### config.mk
export PLATFORM = sky130hd
export DESIGN_NAME = accel_config_irq_regs
export DESIGN_NICKNAME = d
export VERILOG_FILES = /design/src/accel_config_irq_regs.v /design/src/axis_shadow.v
export VERILOG_INCLUDE_DIRS = /design/src
export SDC_FILE = /design/constraint.sdc
export NUM_CORES = 1
export LEC_CHECK = 0
export ABC_AREA = 1
export BUFFER_PORTS_ARGS = -buffer_cell sky130_fd_sc_hd__buf_2
export CORE_MARGIN = 1
export CORE_UTILIZATION = 52
export CTS_CLUSTER_DIAMETER = 120
export DETAILED_ROUTE_END_ITERATION = 8
export PLACE_DENSITY_LB_ADDON = 0.05
export SETUP_SLACK_MARGIN = 0.3
export SKIP_CTS_REPAIR_TIMING = 1
export SLEW_MARGIN = 10
export SYNTH_ARGS = -nofsm -noshare
export SYNTH_HDL_FRONTEND = slang
export SYNTH_SLANG_ARGS = --single-unit
### constraint.sdc
create_clock -name clk_sys -period 1.5 [get_ports clk_sys]
set_input_delay 0.15 -clock clk_sys [delete_from_list [all_inputs] [get_ports clk_sys]]
set_output_delay 0.15 -clock clk_sys [all_outputs]
set_load 0.01 [all_outputs]
### src/accel_map.vh
// register offsets, field positions and reset values of the configuration bank
`ifndef ACCEL_MAP_VH
`define ACCEL_MAP_VH

`define OFS_XOUT_LO      8'h02
`define OFS_XOUT_HI      8'h03
`define OFS_YOUT_LO      8'h04
`define OFS_YOUT_HI      8'h05
`define OFS_ZOUT_LO      8'h06
`define OFS_ZOUT_HI      8'h07
`define OFS_BANDWIDTH    8'h10
`define OFS_POWER_MODE   8'h11
`define OFS_DATA_SETUP   8'h13
`define OFS_SOFT_RESET   8'h14
`define OFS_SLOPE_EN     8'h16
`define OFS_DATA_EN      8'h17
`define OFS_MOTION_MAP   8'h19
`define OFS_DATA_MAP     8'h1a
`define OFS_PIN_CFG      8'h20

`define SOFT_RESET_MAGIC 8'hb6
`define BAND_RESET       5'h1f
`define PIN_CFG_RESET    2'h3
`define DOZE_SHORT_TOP   4'h5
`define DOZE_SHORT_STEP  4'h5
`define BAND_FAST_INDEX  3'h7
`define BAND_SLOW_INDEX  3'h0

// power mode fields
`define PM_SUSPEND_BIT   7
`define PM_REDUCED_BIT   6
`define PM_TIMER_BIT     5
`define PM_DOZE_HI       4
`define PM_DOZE_LO       1
// data setup fields
`define DS_RAW_BIT       7
`define DS_GUARD_BIT     6
// slope enable fields
`define SE_X_BIT         0
`define SE_Y_BIT         1
`define SE_Z_BIT         2
// data/fifo enable fields
`define DE_NEW_BIT       4
`define DE_FULL_BIT      5
`define DE_LEVEL_BIT     6
// motion map fields
`define MM_SIG_A_BIT     0
`define MM_SLOPE_A_BIT   2
`define MM_SLOPE_B_BIT   5
`define MM_SIG_B_BIT     7
// data map fields
`define DM_NEW_A_BIT     0
`define DM_LEVEL_A_BIT   1
`define DM_FULL_A_BIT    2
`define DM_FULL_B_BIT    5
`define DM_LEVEL_B_BIT   6
`define DM_NEW_B_BIT     7
// pin configuration fields
`define PC_A_LEVEL_BIT   0
`define PC_B_LEVEL_BIT   2

`endif

### src/accel_config_irq_regs.v
// configuration and interrupt routing register bank of the acceleration sensor
//
// Summary of operation
// - bandwidth code bits 4:0, reset all ones, decoded 7.81 Hz up to 1000 Hz
// - power mode bit 7 enters suspend when set, resets to zero
// - power mode bit 6 enables reduced power operation, resets to zero
// - power mode bit 5 selects event-driven or equidistant sleep timing
// - power mode bits 4:1 set sleep length, codes up to five give 0.5 ms
// - data setup bit 7 picks filtered or unfiltered samples for output
// - data setup bit 6 set turns output data protection off
// - writing 0xb6 to soft reset register restores all defaults
// - slope enable bits 0..2 enable X, Y, Z slope interrupts
// - enable bits 4, 5, 6 enable new data, fifo full, fifo level
// - motion map bits 0 and 2 route significant motion and slope to pin a
// - motion map bits 5 and 7 route slope and significant motion to pin b
// - data map bits 0..2 route new data, level, full to pin a
// - each pin has programmable active level, default active high
`include "accel_map.vh"

module accel_config_irq_regs (
   input  wire        clk_sys,         // system clock, 25 MHz
   input  wire        rst,             // synchronous reset, active high
   input  wire [7:0]  reg_addr,        // register offset
   input  wire [7:0]  reg_wdata,       // write data
   input  wire        reg_wr,          // write strobe, one cycle
   input  wire        reg_rd,          // read strobe, one cycle
   output reg  [7:0]  reg_rdata,       // read data, valid after strobe
   input  wire [11:0] filt_x,          // filtered x sample
   input  wire [11:0] filt_y,          // filtered y sample
   input  wire [11:0] filt_z,          // filtered z sample
   input  wire [11:0] raw_x,           // unfiltered x sample
   input  wire [11:0] raw_y,           // unfiltered y sample
   input  wire [11:0] raw_z,           // unfiltered z sample
   input  wire        slope_evt_x,     // x slope event
   input  wire        slope_evt_y,     // y slope event
   input  wire        slope_evt_z,     // z slope event
   input  wire        sigmotion_evt,   // significant motion event
   input  wire        new_data_evt,    // new data event
   input  wire        queue_full_evt,  // fifo full event
   input  wire        queue_level_evt, // fifo watermark event
   output reg  [4:0]  filter_band_code, // bandwidth code
   output reg  [2:0]  band_rate_index, // 0 = 7.81 Hz .. 7 = 1000 Hz
   output reg         suspend_on,      // suspend mode
   output reg         reduced_power_enable, // reduced power mode
   output reg         equidistant_sleep, // sleep timer mode
   output reg  [3:0]  doze_length_code, // sleep duration code
   output reg  [3:0]  doze_length_index, // 0 = 0.5 ms .. 10 = 1000 ms
   output reg         unfiltered_select, // raw samples to output
   output reg         shadow_guard_off, // data protection disabled
   output reg         irq_pin_a,       // interrupt pin a
   output reg         irq_pin_b        // interrupt pin b
);

   reg  [2:0] slope_irq_enable;
   reg  [2:0] data_fifo_irq_enable;   // new, full, level
   reg  [3:0] motion_irq_pin_map;     // sig a, slope a, slope b, sig b
   reg  [5:0] data_irq_pin_map;       // new a, level a, full a, full b, level b, new b
   reg        pin_a_polarity;
   reg        pin_b_polarity;
   reg        soft_clear;
   wire       clr;
   wire       wr_hit_key;

   ////////////////////////////////////////////////////////////////////////////////
   // soft reset: the key write is stored for one cycle then clears the bank

   assign wr_hit_key = reg_wr && (reg_addr == `OFS_SOFT_RESET) &&
                       (reg_wdata == `SOFT_RESET_MAGIC);
   assign clr = rst | soft_clear;

   always @(posedge clk_sys) begin
      if (rst) begin
         soft_clear <= 1'b0;
      end else begin
         soft_clear <= wr_hit_key;
      end
   end

   ////////////////////////////////////////////////////////////////////////////////
   // writable registers, only defined bits are stored

   always @(posedge clk_sys) begin
      if (clr) begin
         filter_band_code     <= `BAND_RESET;
         suspend_on           <= 1'b0;
         reduced_power_enable <= 1'b0;
         equidistant_sleep    <= 1'b0;
         doze_length_code     <= 4'h0;
         unfiltered_select    <= 1'b0;
         shadow_guard_off     <= 1'b0;
         slope_irq_enable     <= 3'h0;
         data_fifo_irq_enable <= 3'h0;
         motion_irq_pin_map   <= 4'h0;
         data_irq_pin_map     <= 6'h00;
         {pin_b_polarity, pin_a_polarity} <= `PIN_CFG_RESET;
      end else if (reg_wr) begin
         case (reg_addr)
            `OFS_BANDWIDTH: begin
               filter_band_code <= reg_wdata[4:0];
            end
            `OFS_POWER_MODE: begin
               suspend_on           <= reg_wdata[`PM_SUSPEND_BIT];
               reduced_power_enable <= reg_wdata[`PM_REDUCED_BIT];
               equidistant_sleep    <= reg_wdata[`PM_TIMER_BIT];
               doze_length_code     <= reg_wdata[`PM_DOZE_HI:`PM_DOZE_LO];
            end
            `OFS_DATA_SETUP: begin
               unfiltered_select <= reg_wdata[`DS_RAW_BIT];
               shadow_guard_off  <= reg_wdata[`DS_GUARD_BIT];
            end
            `OFS_SLOPE_EN: begin
               slope_irq_enable <= {reg_wdata[`SE_Z_BIT], reg_wdata[`SE_Y_BIT],
                                    reg_wdata[`SE_X_BIT]};
            end
            `OFS_DATA_EN: begin
               data_fifo_irq_enable <= {reg_wdata[`DE_LEVEL_BIT], reg_wdata[`DE_FULL_BIT],
                                        reg_wdata[`DE_NEW_BIT]};
            end
            `OFS_MOTION_MAP: begin
               motion_irq_pin_map <= {reg_wdata[`MM_SIG_B_BIT], reg_wdata[`MM_SLOPE_B_BIT],
                                      reg_wdata[`MM_SLOPE_A_BIT],
                                      reg_wdata[`MM_SIG_A_BIT]};
            end
            `OFS_DATA_MAP: begin
               data_irq_pin_map <= {reg_wdata[`DM_NEW_B_BIT], reg_wdata[`DM_LEVEL_B_BIT],
                                    reg_wdata[`DM_FULL_B_BIT], reg_wdata[`DM_FULL_A_BIT],
                                    reg_wdata[`DM_LEVEL_A_BIT],
                                    reg_wdata[`DM_NEW_A_BIT]};
            end
            `OFS_PIN_CFG: begin
               pin_a_polarity <= reg_wdata[`PC_A_LEVEL_BIT];
               pin_b_polarity <= reg_wdata[`PC_B_LEVEL_BIT];
            end
            default: begin
            end
         endcase
      end
   end

   ////////////////////////////////////////////////////////////////////////////////
   // decoded rates, registered so every output leaves a flip-flop

   always @(posedge clk_sys) begin
      if (clr) begin
         band_rate_index   <= `BAND_FAST_INDEX;
         doze_length_index <= 4'h0;
      end else begin
         if (filter_band_code[4]) begin
            band_rate_index <= `BAND_FAST_INDEX;
         end else if (filter_band_code[3]) begin
            band_rate_index <= filter_band_code[2:0];
         end else begin
            band_rate_index <= `BAND_SLOW_INDEX;
         end
         if (doze_length_code <= `DOZE_SHORT_TOP) begin
            doze_length_index <= 4'h0;
         end else begin
            doze_length_index <= doze_length_code - `DOZE_SHORT_STEP;
         end
      end
   end

   ////////////////////////////////////////////////////////////////////////////////
   // axis outputs with protection shadow

   wire [11:0] sel_x = unfiltered_select ? raw_x : filt_x;
   wire [11:0] sel_y = unfiltered_select ? raw_y : filt_y;
   wire [11:0] sel_z = unfiltered_select ? raw_z : filt_z;
   wire [7:0]  x_lo;
   wire [7:0]  x_hi;
   wire [7:0]  y_lo;
   wire [7:0]  y_hi;
   wire [7:0]  z_lo;
   wire [7:0]  z_hi;

   axis_shadow u_shadow_x (
      .clk_sys   (clk_sys),
      .clr       (clr),
      .sample    (sel_x),
      .guard_on  (~shadow_guard_off),
      .low_read  (reg_rd && (reg_addr == `OFS_XOUT_LO)),
      .low_byte  (x_lo),
      .high_byte (x_hi)
   );

   axis_shadow u_shadow_y (
      .clk_sys   (clk_sys),
      .clr       (clr),
      .sample    (sel_y),
      .guard_on  (~shadow_guard_off),
      .low_read  (reg_rd && (reg_addr == `OFS_YOUT_LO)),
      .low_byte  (y_lo),
      .high_byte (y_hi)
   );

   axis_shadow u_shadow_z (
      .clk_sys   (clk_sys),
      .clr       (clr),
      .sample    (sel_z),
      .guard_on  (~shadow_guard_off),
      .low_read  (reg_rd && (reg_addr == `OFS_ZOUT_LO)),
      .low_byte  (z_lo),
      .high_byte (z_hi)
   );

   ////////////////////////////////////////////////////////////////////////////////
   // read path; reserved bits and the key register read zero

   reg [7:0] next_rdata;

   always @* begin
      next_rdata = 8'h00;
      case (reg_addr)
         `OFS_XOUT_LO:    next_rdata = x_lo;
         `OFS_XOUT_HI:    next_rdata = x_hi;
         `OFS_YOUT_LO:    next_rdata = y_lo;
         `OFS_YOUT_HI:    next_rdata = y_hi;
         `OFS_ZOUT_LO:    next_rdata = z_lo;
         `OFS_ZOUT_HI:    next_rdata = z_hi;
         `OFS_BANDWIDTH:  next_rdata = {3'h0, filter_band_code};
         `OFS_POWER_MODE: next_rdata = {suspend_on, reduced_power_enable, equidistant_sleep,
                                        doze_length_code, 1'b0};
         `OFS_DATA_SETUP: next_rdata = {unfiltered_select, shadow_guard_off, 6'h00};
         `OFS_SLOPE_EN:   next_rdata = {5'h00, slope_irq_enable};
         `OFS_DATA_EN:    next_rdata = {1'b0, data_fifo_irq_enable, 4'h0};
         `OFS_MOTION_MAP: next_rdata = {motion_irq_pin_map[3], 1'b0, motion_irq_pin_map[2],
                                        2'h0, motion_irq_pin_map[1], 1'b0,
                                        motion_irq_pin_map[0]};
         `OFS_DATA_MAP:   next_rdata = {data_irq_pin_map[5:3], 2'h0, data_irq_pin_map[2:0]};
         `OFS_PIN_CFG:    next_rdata = {5'h00, pin_b_polarity, 1'b0, pin_a_polarity};
         default:         next_rdata = 8'h00;
      endcase
   end

   always @(posedge clk_sys) begin
      if (clr) begin
         reg_rdata <= 8'h00;
      end else if (reg_rd) begin
         reg_rdata <= next_rdata;
      end
   end

   ////////////////////////////////////////////////////////////////////////////////
   // interrupt routing, non-latched: pins follow the events one cycle later

   wire slope_any = |(slope_irq_enable & {slope_evt_z, slope_evt_y, slope_evt_x});
   wire new_on    = data_fifo_irq_enable[0] & new_data_evt;
   wire full_on   = data_fifo_irq_enable[1] & queue_full_evt;
   wire level_on  = data_fifo_irq_enable[2] & queue_level_evt;
   // significant motion has its enable outside this bank, so it is taken as enabled
   wire pin_a_any = (motion_irq_pin_map[0] & sigmotion_evt) |
                    (motion_irq_pin_map[1] & slope_any) |
                    (data_irq_pin_map[0] & new_on) |
                    (data_irq_pin_map[1] & level_on) |
                    (data_irq_pin_map[2] & full_on);
   wire pin_b_any = (motion_irq_pin_map[2] & slope_any) |
                    (motion_irq_pin_map[3] & sigmotion_evt) |
                    (data_irq_pin_map[3] & full_on) |
                    (data_irq_pin_map[4] & level_on) |
                    (data_irq_pin_map[5] & new_on);

   always @(posedge clk_sys) begin
      if (clr) begin
         irq_pin_a <= 1'b0;
         irq_pin_b <= 1'b0;
      end else begin
         irq_pin_a <= ~(pin_a_any ^ pin_a_polarity);
         irq_pin_b <= ~(pin_b_any ^ pin_b_polarity);
      end
   end

endmodule // accel_config_irq_regs

### src/axis_shadow.v
// one axis output pair with a coherent high-byte shadow
module axis_shadow (
   input  wire        clk_sys,   // system clock
   input  wire        clr,       // synchronous clear
   input  wire [11:0] sample,    // current selected sample
   input  wire        guard_on,  // protection active
   input  wire        low_read,  // low byte read this cycle
   output wire [7:0]  low_byte,  // low nibble in upper bits
   output wire [7:0]  high_byte  // upper eight bits
);
   reg [7:0] held;

   always @(posedge clk_sys) begin
      if (clr) begin
         held <= 8'h00;
      end else if (low_read) begin
         held <= sample[11:4];
      end
   end

   assign low_byte  = {sample[3:0], 4'h0};
   // held copy keeps the pair from one sample across a new-data update
   assign high_byte = guard_on ? held : sample[11:4];
endmodule // axis_shadow

# ---- Word-level counts from Yosys, hierarchy flattened
# Index checks and enable logic that the tools add are counted.
dict set report totals {
  mem_bits_rw 0
  regBits 74
  n_memories 0
  rom_bits 0
  latch_bits 0
  inputBits 99
  out_inout_bits 31
}
dict set report classes {
  n_bitwise 27
  n_eq_ne 16
  reduce_logical 16
  order_cmp 1
  multipliers 0
  n_mux 8
  shifts 0
  n_div 0
  add_sub_neg 1
}
# cell count
set op_table {}
lappend op_table {{case mux 8 bit (14 select lines)} 1}
lappend op_table {{equality test 8 x 5 -> 1 bit, second input constant} 8}
lappend op_table {{two-way mux 12 bit} 3}
lappend op_table {{equality test 8 x 3 -> 1 bit, second input constant} 4}
lappend op_table {{two-way mux 8 bit} 3}
lappend op_table {{equality test 8 x 2 -> 1 bit, second input constant} 2}
lappend op_table {{AND reduction 2 bit} 8}
lappend op_table {{bitwise AND 1 bit} 13}
lappend op_table {{bitwise OR 1 bit} 9}
lappend op_table {{equality test 8 x 6 -> 1 bit, second input constant} 1}
lappend op_table {{equality test 8 bit, second input constant} 1}
lappend op_table {{logical AND 1 bit} 5}
lappend op_table {{less-or-equal comparator 4 x 3 -> 1 bit, second input constant} 1}
lappend op_table {{OR reduction 2 bit} 2}
lappend op_table {{subtractor 4 x 3 -> 4 bit, second input constant} 1}
lappend op_table {{bitwise AND 3 bit} 1}
lappend op_table {{two-way mux 3 bit} 1}
lappend op_table {{OR reduction 3 bit} 1}
lappend op_table {{NOT 1 bit} 2}
lappend op_table {{XOR 1 bit} 2}

# ---- Longest topological paths before layout
# Gate-level depths: netlist of the first run.
dict set report logic_depth {
  ltp_word 9
  ltp_mapped 10
}

# ---- Modules after synthesis
# A second synthesis of the first run with hierarchy kept.
dict set report hier_totals {
  hier_cells 787
  area_unflattened_um2 4803.4
}
# module instances seq_area_each_um2 cells_per_inst area_each_um2
set modules_own_cells {}
lappend modules_own_cells {accel_config_irq_regs 1 1001.0 556 3343.2}
lappend modules_own_cells {axis_shadow 3 160.2 77 486.7}

# ---- Least setup slack after synthesis of the first run
# No wires, ideal clock.
dict set report synth_path {
  kind {register to register}
  startpoint {register shadow_guard_off}
  endpoint {register reg_rdata[0]}
  path_stages_with_launch 10
  setup_slack_ps 124
  arrival_time_ps 1243
  cell_sequence {dfxtp_1 -> buf_2 -> clkbuf_1 -> or2_2 -> nand3_1 -> nand2_1 -> nor2_1 -> nand2_1 -> nand2_1 -> a21oi_1}
}
dict set report synth_via {
  elab_chain_cells 2
  word_cells_on_any_way 4
  classes_between {mux: 4}
}
# item line
set synth_lines {}
lappend synth_lines {{from (decl)} accel_config_irq_regs.v:49} ;# output reg shadow_guard_off,
lappend synth_lines {{from (signal assigned)} accel_config_irq_regs.v:109} ;# shadow_guard_off <= reg_wdata[`DS_GUARD_BIT];
lappend synth_lines {{two-way mux 8 bit} axis_shadow.v:23} ;# assign high_byte = guard_on ? held : sample[11:4];
lappend synth_lines {{case mux 8 bit (14 select lines) *} accel_config_irq_regs.v:213} ;# case (reg_addr)
lappend synth_lines {{to (signal assigned)} accel_config_irq_regs.v:239} ;# reg_rdata <= next_rdata;
lappend synth_lines {{to (decl)} accel_config_irq_regs.v:27} ;# output reg [7:0] reg_rdata,
# Every way passes the cells marked *; elsewhere a longest branch is shown, timed or not.
# A chain may end at the register's enable or synchronous reset.

# ---- Final worst setup path of the first run
dict set report layout_path {
  startpoint {register unfiltered_select}
  endpoint {register reg_rdata[1]}
}
dict set report layout_via {
  elab_chain_cells 3
  word_cells_on_any_way 7
  classes_between {mux: 7}
}
# item line
set layout_lines {}
lappend layout_lines {{from (decl)} accel_config_irq_regs.v:48} ;# output reg unfiltered_select,
lappend layout_lines {{from (signal assigned)} accel_config_irq_regs.v:108} ;# unfiltered_select <= reg_wdata[`DS_RAW_BIT];
lappend layout_lines {{two-way mux 12 bit (on tied branches)} {accel_config_irq_regs.v:168, accel_config_irq_regs.v:166, accel_config_irq_regs.v:167}}
lappend layout_lines {{two-way mux 8 bit} axis_shadow.v:23}
lappend layout_lines {{case mux 8 bit (14 select lines) *} accel_config_irq_regs.v:213}
# Marks and branches as above.

==> results.toml, run 1 <==
[timing]
slew_headroom = 0.762
setup_viol = 0
period_share = 0.995
tns_ns = 0
clock_skew_ns = 0.0109
hold_viol = 0
fin_crit_ns = 1.49
worstMarginPinSlew_ns = 0.356
drv_slew = 0
rsz0062_at_grt = "yes"
timing.final.ws_setup_ns = 0.00738
max_freq_mhz = 670

[pwr]
power_mw = 4.10
p_int_mw = 2.95
clockPowerShare = 0.412
swShare = 0.280
combinationalPowerShare = 0.109
p_leak_nw = 2.82
pwr-share-seq = 0.479
ir_drop_mv = 0.441
powerDensity_nw_per_um2 = 674
switchingPower_mw = 1.15

[detailed_routing]
wl_per_cell_um = 16.5
drc_errors = 0
vias = 5361
drt_first_pass_iters = 5
drt-total-wl_um = 15300
first_iter_violations = 443
drt.antenna.violating_nets = 0
via_per_inst = 5.78

[placement]
dpl.cell_count = 893
finalWeightedCongestion = 0.968
placed_cell_area_um2 = 5220
pre_cts_ws_ns = 0.0193
port_buffers = 129
dp_hpwl_um = 10300

[critical_path]
startpoint_type = "flop"
crit_type = "flop to flop"
cpMaxStageDelayCell = "dfxtp_4"
worstSetupStartpoint = "unfiltered_select"
rrSetupSlack_ns = 0.007
critPathMaxFanout = 12
critPathMostFrequentCell = "nand2_1"
reg2reg_depth = 10
crit_path_end_kind = "flop"
required_ns = 1.75
slowest_delay_ns = 0.48
crit_arrival_ns = 1.74
timing.rr.start = "unfiltered_select"
path_cells = "inv_8, clkbuf_16, nand2_1, nand3_1, nand3_2, inv_1, nor2_1, nand2_1, nand2_1, a21oi_1"

[floorplanning]
die_w_um = 92.5
core-area_um2 = 7810
die_h_um = 92.5
rows = 32
dieArea_um2 = 8560
ios = 130
start_util = 0.546

[synthesis]
syn_area_um2 = 4260
syn_avg_cell_area_um2 = 6.41
synth_fp_nets = 765
synth.distinct_cells = 35
ys_warn_count = 0
yosysSeqAreaShare = 0.348
ys_ff_latch = 74
synth_cells = 664

[layout]
fin_nets = 922
multiInputGateArea_um2 = 2790
design_area_um2 = 6090
seqCellArea_um2 = 1500
n_antenna_cell = 0
final.fill_count = 600
area_delta_synth_final_pct = 42.9
layout.cells.non_filler = 928
drive_gt1_frac = 0.414

[global_routing]
antenna_found_initial = 0
grt_pass1_vias = 4552
grt_pass1_wl_um = 21500
grt_max_degree = 47
grt_usage = 0.322
grt_overflow = 0

[min_path]
holdCritStartpoint = "filt_z[10]"
min_path_type = "input pin to flop"
min_path_cells = 3

[clocking]
tritoncts = "yes"
path_clk_slew_ns = 0.09
htree_levels = 3
clk_path_buf_depth = 2
cts-root-buf = "clkbuf_8"
clock_latency_ns = 0.36
clock_sinks = 74
cts_buffers = 9

[flow_run]
maxCapViolCount = 0

[outcome]
status = "completed"
## cell usage after synthesis
library cell | n | area share
nand2_1 | 195 | 0.17
nor4_1 | 1 | 0.0015
a211oi_2 | 1 | 0.0029
o21ai_1 | 3 | 0.0035
o211ai_1 | 7 | 0.012
clkinv_2 | 1 | 0.0012
xor2_1 | 1 | 0.0021
nand3_1 | 95 | 0.11
nand3b_1 | 1 | 0.0018
o21ai_2 | 1 | 0.0021
o21ai_0 | 47 | 0.055
or2_2 | 14 | 0.021
buf_1 | 1 | 0.00088
a211oi_1 | 2 | 0.0035
nand4_1 | 4 | 0.0059
nand3_2 | 1 | 0.0024
buf_6 | 3 | 0.0079
o211a_1 | 1 | 0.0024
inv_2 | 5 | 0.0044
buf_4 | 7 | 0.012
clkbuf_1 | 10 | 0.0088
nand2_4 | 1 | 0.0026
ha_1 | 2 | 0.0059
buf_2 | 8 | 0.0094
a21boi_0 | 1 | 0.0018
dfxtp_1 | 74 | 0.35
a21oi_1 | 43 | 0.051
inv_1 | 54 | 0.048
nor3_1 | 1 | 0.0012
nand2_2 | 2 | 0.0029
nor2_1 | 45 | 0.040
a31oi_1 | 16 | 0.024
nor3b_1 | 1 | 0.0018
nor2_2 | 8 | 0.012
nor2_4 | 7 | 0.019
## final cells by class
class | instances | share of cell area
clock buffer | 9 | 0.0204
multi-input combinational | 501 | 0.458
timing repair inverter | 1 | 0.00103
timing repair buffer | 174 | 0.199
sequential | 74 | 0.247
inverter | 60 | 0.0399
tap | 102 | 0.0210
clock inverter | 7 | 0.0138
## metrics by stage
| step | utilization | hold slack (ns) |
|---|---|---|
| after CTS | 0.695 | -0.0209 |
| final | 0.779 | 0.0638 |
| after global routing | 0.779 | 0.0555 |
| after floorplan | - | 0.226 |
| after detailed placement | 0.668 | 0.366 |
| after global placement | 0.668 | 0.363 |
## placed cells by master (no fill, tap or decap), types with 6 or more instances in the layout
| master | instances |
|---|---|
| nor2_1 | 30 |
| or2_4 | 11 |
| nand2_1 | 149 |
| clkbuf_8 | 9 |
| inv_2 | 6 |
| buf_12 | 7 |
| inv_1 | 49 |
| clkbuf_16 | 7 |
| o21ai_1 | 6 |
| nor2_4 | 11 |
| nand3_1 | 71 |
| nand2_2 | 45 |
| nor2_2 | 19 |
| dfxtp_1 | 66 |
| o211ai_1 | 7 |
| buf_4 | 26 |
| buf_2 | 129 |
| a31oi_1 | 16 |
| o21ai_2 | 6 |
| a21oi_1 | 41 |
| o21ai_0 | 39 |
| nand3_2 | 25 |
## power groups by stage
| stage | registers (mW) | clock network (mW) | logic [mW] |
|---|---|---|---|
| 3_3_place_gp | 2.01 | 0 | 0.356 |
| 4_1_cts | 1.97 | 1.70 | 0.367 |
| 2_1_floorplan | 2.01 | 0 | 0.160 |
| 3_5_place_dp | 2.01 | 0 | 0.364 |
| 5_1_grt | 1.96 | 1.79 | 0.480 |
| 6_report | 1.96 | 1.69 | 0.448 |
## final timing paths
path                             end
setup / recovery        reg_rdata[1]
hold / removal    u_shadow_z.held[6]
setup reg to reg        reg_rdata[1]
hold reg to reg   u_shadow_y.held[4]
## layer usage
layer  share of wire  global-route usage  vias to the layer above
li1                -                   -                     2506
met1            0.41               0.427                     2483
met2            0.46               0.517                      329
met3           0.097              0.0525                       43
met4           0.028               0.133                        0
met5               0                   0                        -
## kinds of logic after synthesis
| logic type | Yosys count | share of synthesized area |
|---|---|---|
| AOI/OAI and AO/OA | 122 | 0.158 |
| xor gates and xnor gates | 1 | 0.00206 |
| adders and majority gates | 2 | 0.00587 |
| buffers and inverters | 89 | 0.0925 |
| DFF | 74 | 0.348 |
| and+or+nand+nor | 376 | 0.394 |
## critical path: cells and delay by family (launching register included)
| family | cells | cell delay [ns] |
|---|---|---|
| simple gates | 6 | 0.54 |
| flops | 1 | 0.48 |
| buf+inv | 3 | 0.31 |
| compound gates | 1 | 0.05 |
## flip-flops by register name, summed over array words and instances, names as in the netlist
name	count
shadow_guard_off	1
slope_irq_enable	3
band_rate_index	3
reduced_power_enable	1
data_irq_pin_map	6
filter_band_code	5
data_fifo_irq_enable	3
equidistant_sleep	1
reg_rdata	8
doze_length_index	4
pin_b_polarity	1
suspend_on	1
irq_pin_b	1
u_shadow_y.held	8
irq_pin_a	1
pin_a_polarity	1
soft_clear	1
u_shadow_z.held	8
motion_irq_pin_map	4
unfiltered_select	1
doze_length_code	4
u_shadow_x.held	8
(Power assumes the default switching activity.)
==> run 2, diff against run 1 <==
--- a/config.mk
+++ b/config.mk
@@ -6,7 +6,7 @@
 export SDC_FILE = /design/constraint.sdc
 export NUM_CORES = 1
 export LEC_CHECK = 0
-export ABC_AREA = 1
+export ABC_AREA = 0
 export BUFFER_PORTS_ARGS = -buffer_cell sky130_fd_sc_hd__buf_2
 export CORE_MARGIN = 1
 export CORE_UTILIZATION = 52
==> constraint.sdc (replaced) <==
create_clock -name clk_sys -period 1.5 [get_ports clk_sys]
set_input_delay 0.375 -clock clk_sys [delete_from_list [all_inputs] [get_ports clk_sys]]
set_output_delay 0.375 -clock clk_sys [all_outputs]
set_load 0.01 [all_outputs]
==> run 2 against run 1 <==
The flow now finishes with violations (setup timing). Combinational power rose by 56%. Total power rose by 9.2%. Design area rose by 17%. Global-route usage rose by 1.7 points. Largest cell class unchanged. Sequential share of layout area fell by 3.1 points. Register-to-register slack got worse by 0.37 ns. Cell count fell by 9.7%. Count of clock-buffer cells in the layout did not move. Clock power rose by 8%.
==> results.toml, run 2 <==
[timing]
worstMarginPinSlew_ns = 0.543
drv_slew = 0
clock_skew_ns = 0.00823
period_share = 1.24
timing.final.ws_setup_ns = -0.367
tns_ns = -5.90
slew_headroom = 0.637
rsz0062_at_grt = "yes"
max_freq_mhz = 536
hold_viol = 0
setup_viol = 42
fin_crit_ns = 1.87

[pwr]
ir_drop_mv = 0.574
p_leak_nw = 2.94
powerDensity_nw_per_um2 = 629

[global_routing]
grt_usage = 0.339
grt_pass1_vias = 4328
grt_pass1_wl_um = 21800
grt_max_degree = 48
grt_overflow = 0
antenna_found_initial = 0

[clocking]
path_clk_slew_ns = 0.09
clock_sinks = 74
clock_latency_ns = 0.36
tritoncts = "yes"
cts-root-buf = "clkbuf_8"
cts_buffers = 9
htree_levels = 3
clk_path_buf_depth = 2

[layout]
drive_gt1_frac = 0.564
layout_commonest_cell = "buf_2"
area_delta_synth_final_pct = 72.2
fin_nets = 832
seqCellArea_um2 = 1530
multiInputGateArea_um2 = 3110
layout.cells.non_filler = 838
final.fill_count = 311
n_antenna_cell = 0
most-common-layout-cells = "buf_2, buf_4, nor2_1, mux2i_1, dfxtp_1"
fin_util = 0.921

[floorplanning]
core-area_um2 = 7730
die_w_um = 91.2
start_util = 0.535
dieArea_um2 = 8310
die_h_um = 91.2
rows = 32
ios = 130

[critical_path]
path_cells = "buf_12, buf_4, mux2i_1, a211oi_1, o211ai_1, a32oi_1"
required_ns = 1.71
rrSetupSlack_ns = -0.37
crit_path_end_kind = "flop"
startpoint_type = "flop"
cpMaxStageDelayCell = "dfxtp_4"
critPathMaxFanout = 17
cp_num_buf_inv = 2
slowest_delay_ns = 0.41
crit_arrival_ns = 2.08
path_delay_family = "compound AO/OA/AOI/OAI gates"
timing.rr.start = "unfiltered_select"
worstSetupStartpoint = "unfiltered_select"
crit_type = "flop to flop"

[placement]
dp_hpwl_um = 10800
finalWeightedCongestion = 0.917
dpl.cell_count = 773
port_buffers = 129

[detailed_routing]
via_per_inst = 6.68
drt_first_pass_iters = 8
vias = 5600
wl_per_cell_um = 23.6
drt.antenna.violating_nets = 0
drc_errors = 0
drt-total-wl_um = 19800
first_iter_violations = 681

[synthesis]
ys_ff_latch = 74
async_flop_share = 0
synth_top_cell_by_area = "dfxtp_1"
ys_warn_count = 0
synth.distinct_cells = 63
synth_fp_nets = 593
syn_avg_cell_area_um2 = 8.40
syn_area_um2 = 4130
synthTopCellsByArea = "dfxtp_1, mux2i_1, nor2_1"
synth_edf_count = 0
yosysMostFrequentCell = "nor2_1"
synth_cells = 492
ys.flop_type = "dfxtp_1"
synthTopCellsByCount = "nor2_1, dfxtp_1, mux2i_1, nand2_1, a21oi_1"
synth_top_area_frac = 0.358
yosysSeqAreaShare = 0.358

[outcome]
status = "complete, but fails checks"
violations = "setup timing"

[min_path]
holdCritStartpoint = "reg_wdata[5]"
min_path_type = "input pin to flop"

[flow_run]
maxCapViolCount = 0
-- run 2: kinds of logic (layout without fill, tap and decap cells) --
family | Yosys count | after routing | share of synthesized area
buffers and inverters | 38 | 281 | 0.0393
AOI/OAI and AO/OA | 125 | 125 | 0.209
adders and majority gates | 2 | 2 | 0.00605
muxes | 70 | 70 | 0.178
xor gates and xnor gates | 5 | 5 | 0.0106
and+or+nand+nor | 178 | 179 | 0.199
DFF | 74 | 74 | 0.358
-- run 2: metal layers --
layer / GRT usage / vias to the layer above / share of wire
met2: 0.538 / 533 / 0.46
met4: 0.107 / 0 / 0.067
li1: - / 2292 / -
met1: 0.465 / 2612 / 0.36
met5: 0 / - / 0
met3: 0.0637 / 163 / 0.11
-- run 2: final cells by class --
type | instances | share of cell area
clock inverters | 7 | 0.0142
well taps | 102 | 0.0179
multi-input cells | 381 | 0.438
clock buffers | 9 | 0.0174
repair buffers | 261 | 0.295
flip-flops and latches | 74 | 0.215
inverters | 4 | 0.00211
-- run 2: worst paths after layout --
check             cells after the start                 endpoint
setup / recovery                      6             reg_rdata[7]
hold reg to reg                       1       band_rate_index[1]
hold / removal                        3  data_fifo_irq_enable[1]
setup reg to reg                      6             reg_rdata[7]
-- run 2: worst register-to-register path, stage by stage, from the launching register on --
cell and delay (ns):
dfxtp_4 0.41, buf_12 0.18, buf_4 0.19, mux2i_1 0.33, a211oi_1 0.14, o211ai_1 0.31, a32oi_1 0.17
-- run 2: through the flow --
stage          power (mW)  setup slack (ns)  hold slack [ns]  instance area (um^2)
6_report             4.48            -0.367            0.321                  7120
5_1_grt              4.56            -0.462            0.313                  7120
4_1_cts              4.28            -0.283            0.315                  5770
3_5_place_dp         2.53            -0.538            0.458                  5540
3_3_place_gp         2.52            -0.503            0.451                  5540
2_1_floorplan        2.23            -0.389            0.449                  4290
-- run 2: power by group --
group | switching (mW) | internal, mW
clock | 0.877 | 0.949
sequential | 0.00280 | 1.95
combinational | 0.374 | 0.326
total | 1.25 | 3.22
==> run 3, diff against run 2 <==
--- a/config.mk
+++ b/config.mk
@@ -9,7 +9,7 @@
 export ABC_AREA = 0
 export BUFFER_PORTS_ARGS = -buffer_cell sky130_fd_sc_hd__buf_2
 export CORE_MARGIN = 1
-export CORE_UTILIZATION = 52
+export CORE_UTILIZATION = 35
 export CTS_CLUSTER_DIAMETER = 120
 export DETAILED_ROUTE_END_ITERATION = 8
 export PLACE_DENSITY_LB_ADDON = 0.05
==> run 3 against run 2 <==
Routed wire length fell by 18%. Clock skew fell by 0.00084 ns. Die area rose by 47%. Utilization fell by 29 points. First-iteration DRC count fell by 58%. Highest routed layer unchanged. Count of clock-buffer cells in the layout rose by 2. Clock power rose by 20%. Via count fell by 15%. Critical path type is now input pin to flop. Combinational power fell by 4.6%. The flow still finishes with violations (setup timing). Worst setup slack improved by 0.16 ns.
==> results.toml, run 3 (synthesis results as in run 2) <==
[outcome]
status = "complete, but fails checks"
violations = "setup timing"

[detailed_routing]
vias = 4741
wl_met2_um = 7720
first_iter_violations = 284
met1_length_um = 7410
via_per_inst = 5.40
dr.max_layer_used = "met4"
drt_first_pass_iters = 5
drc_errors = 0
drt.antenna.violating_nets = 0
drt-total-wl_um = 16200
wl_per_cell_um = 18.4
wl_met3_um = 797

[layout]
layout_commonest_cell = "buf_2"
fin_util = 0.626
n_antenna_cell = 0
design_area_um2 = 7180
area_delta_synth_final_pct = 73.7
most-common-layout-cells = "buf_2, buf_4, nor2_1, dfxtp_1"
drive_gt1_frac = 0.555
fin_nets = 831
final.fill_count = 1001

[floorplanning]
dieArea_um2 = 12300
ios = 130
core-area_um2 = 11500
rows = 39
start_util = 0.361
die_w_um = 111
die_h_um = 111

[timing]
hold_viol = 0
max_freq_mhz = 586
slew_headroom = 0.706
timing.final.ws_setup_ns = -0.206
period_share = 1.14
rsz0062_at_grt = "yes"
worstMarginPinSlew_ns = 0.439
setup_viol = 40
drv_slew = 0
fin_crit_ns = 1.71
clock_skew_ns = 0.00739

[critical_path]
path_cells = "buf_8, or4_4, o32ai_2, nand2_1, a211o_4, a22oi_2"
required_ns = 1.77
crit_type = "input pin to flop"
slowest_delay_ns = 0.61
crit_path_end_kind = "flop"
critPathMaxFanout = 6
startpoint_type = "input pin"
crit_arrival_ns = 1.98
cpMaxStageDelayCell = "or4_4"

[pwr]
swShare = 0.250
clockPowerShare = 0.455
pwr-share-seq = 0.406
powerDensity_nw_per_um2 = 669
combinationalPowerShare = 0.139
switchingPower_mw = 1.20
p_leak_nw = 2.95
ir_drop_mv = 0.463
p_int_mw = 3.60

[global_routing]
grt_pass1_vias = 4296
grt_usage = 0.245
grt_max_degree = 36
grt_pass1_wl_um = 23100
antenna_found_initial = 0
grt_overflow = 0

[placement]
placed_cell_area_um2 = 5640
finalWeightedCongestion = 0.885
pre_cts_ws_ns = -0.556
port_buffers = 129
dp_hpwl_um = 11500

[clocking]
cts_buffers = 9
path_clk_slew_ns = 0.06
clock_sinks = 74
tritoncts = "yes"
cts-root-buf = "clkbuf_16"
clock_latency_ns = 0.35
clk_path_buf_depth = 2
htree_levels = 3

[min_path]
min_path_type = "input pin to flop"

[flow_run]
maxCapViolCount = 0
==> run 3: metal layers <==
metal  GRT usage  vias up
met2       0.378      151
met5           0        -
li1            -     2310
met3      0.0366       16
met1       0.347     2264
met4      0.0889        0
==> run 3: power by group through the flow <==
stage | clock network (mW) | registers (mW) | logic [mW]
floorplan | 0 | 2.01 | 0.215
global placement | 0 | 2.01 | 0.511
detailed placement | 0 | 2.01 | 0.515
CTS | 2.24 | 1.97 | 0.518
global route | 2.33 | 1.95 | 0.711
finish | 2.19 | 1.95 | 0.668
==> run 3: path summary, 6_finish.rpt <==
path	startpoint	slack (ns)	cells after the start	end
max	reg_addr[6]	-0.21	6	reg_rdata[5]
min	reg_wdata[3]	0.31	3	filter_band_code[3]
max reg2reg	unfiltered_select	-0.19	7	reg_rdata[4]
min reg2reg	doze_length_code[0]	0.48	1	doze_length_index[0]
==> run 3: layout make-up <==
class                      instances  area (um^2)  share of cell area
clock buffer                      11          243              0.0338
clock inverter                     5         53.8             0.00749
inverter                           4         15.0             0.00209
multi-input combinational        381         3080               0.429
sequential                        74         1530               0.214
tap                              143          179              0.0249
timing repair buffer             260         2080               0.289
==> run 3: metrics by stage <==
stage	TNS (ns)	total power, mW	hold WS (ns)	instances
floorplan	-15.37	2.23	0.449	492
global placement	-27.78	2.52	0.465	821
detailed placement	-29.60	2.53	0.477	821
CTS	-8.16	4.73	0.297	837
global route	-6.15	4.99	0.317	878
finish	-3.77	4.81	0.305	878
==> run 3: worst max-delay path: cells and delay by family <==
family,cells,cell delay (ns)
simple gates,2,0.72
compound gates,3,0.78
buf+inv,1,0.10
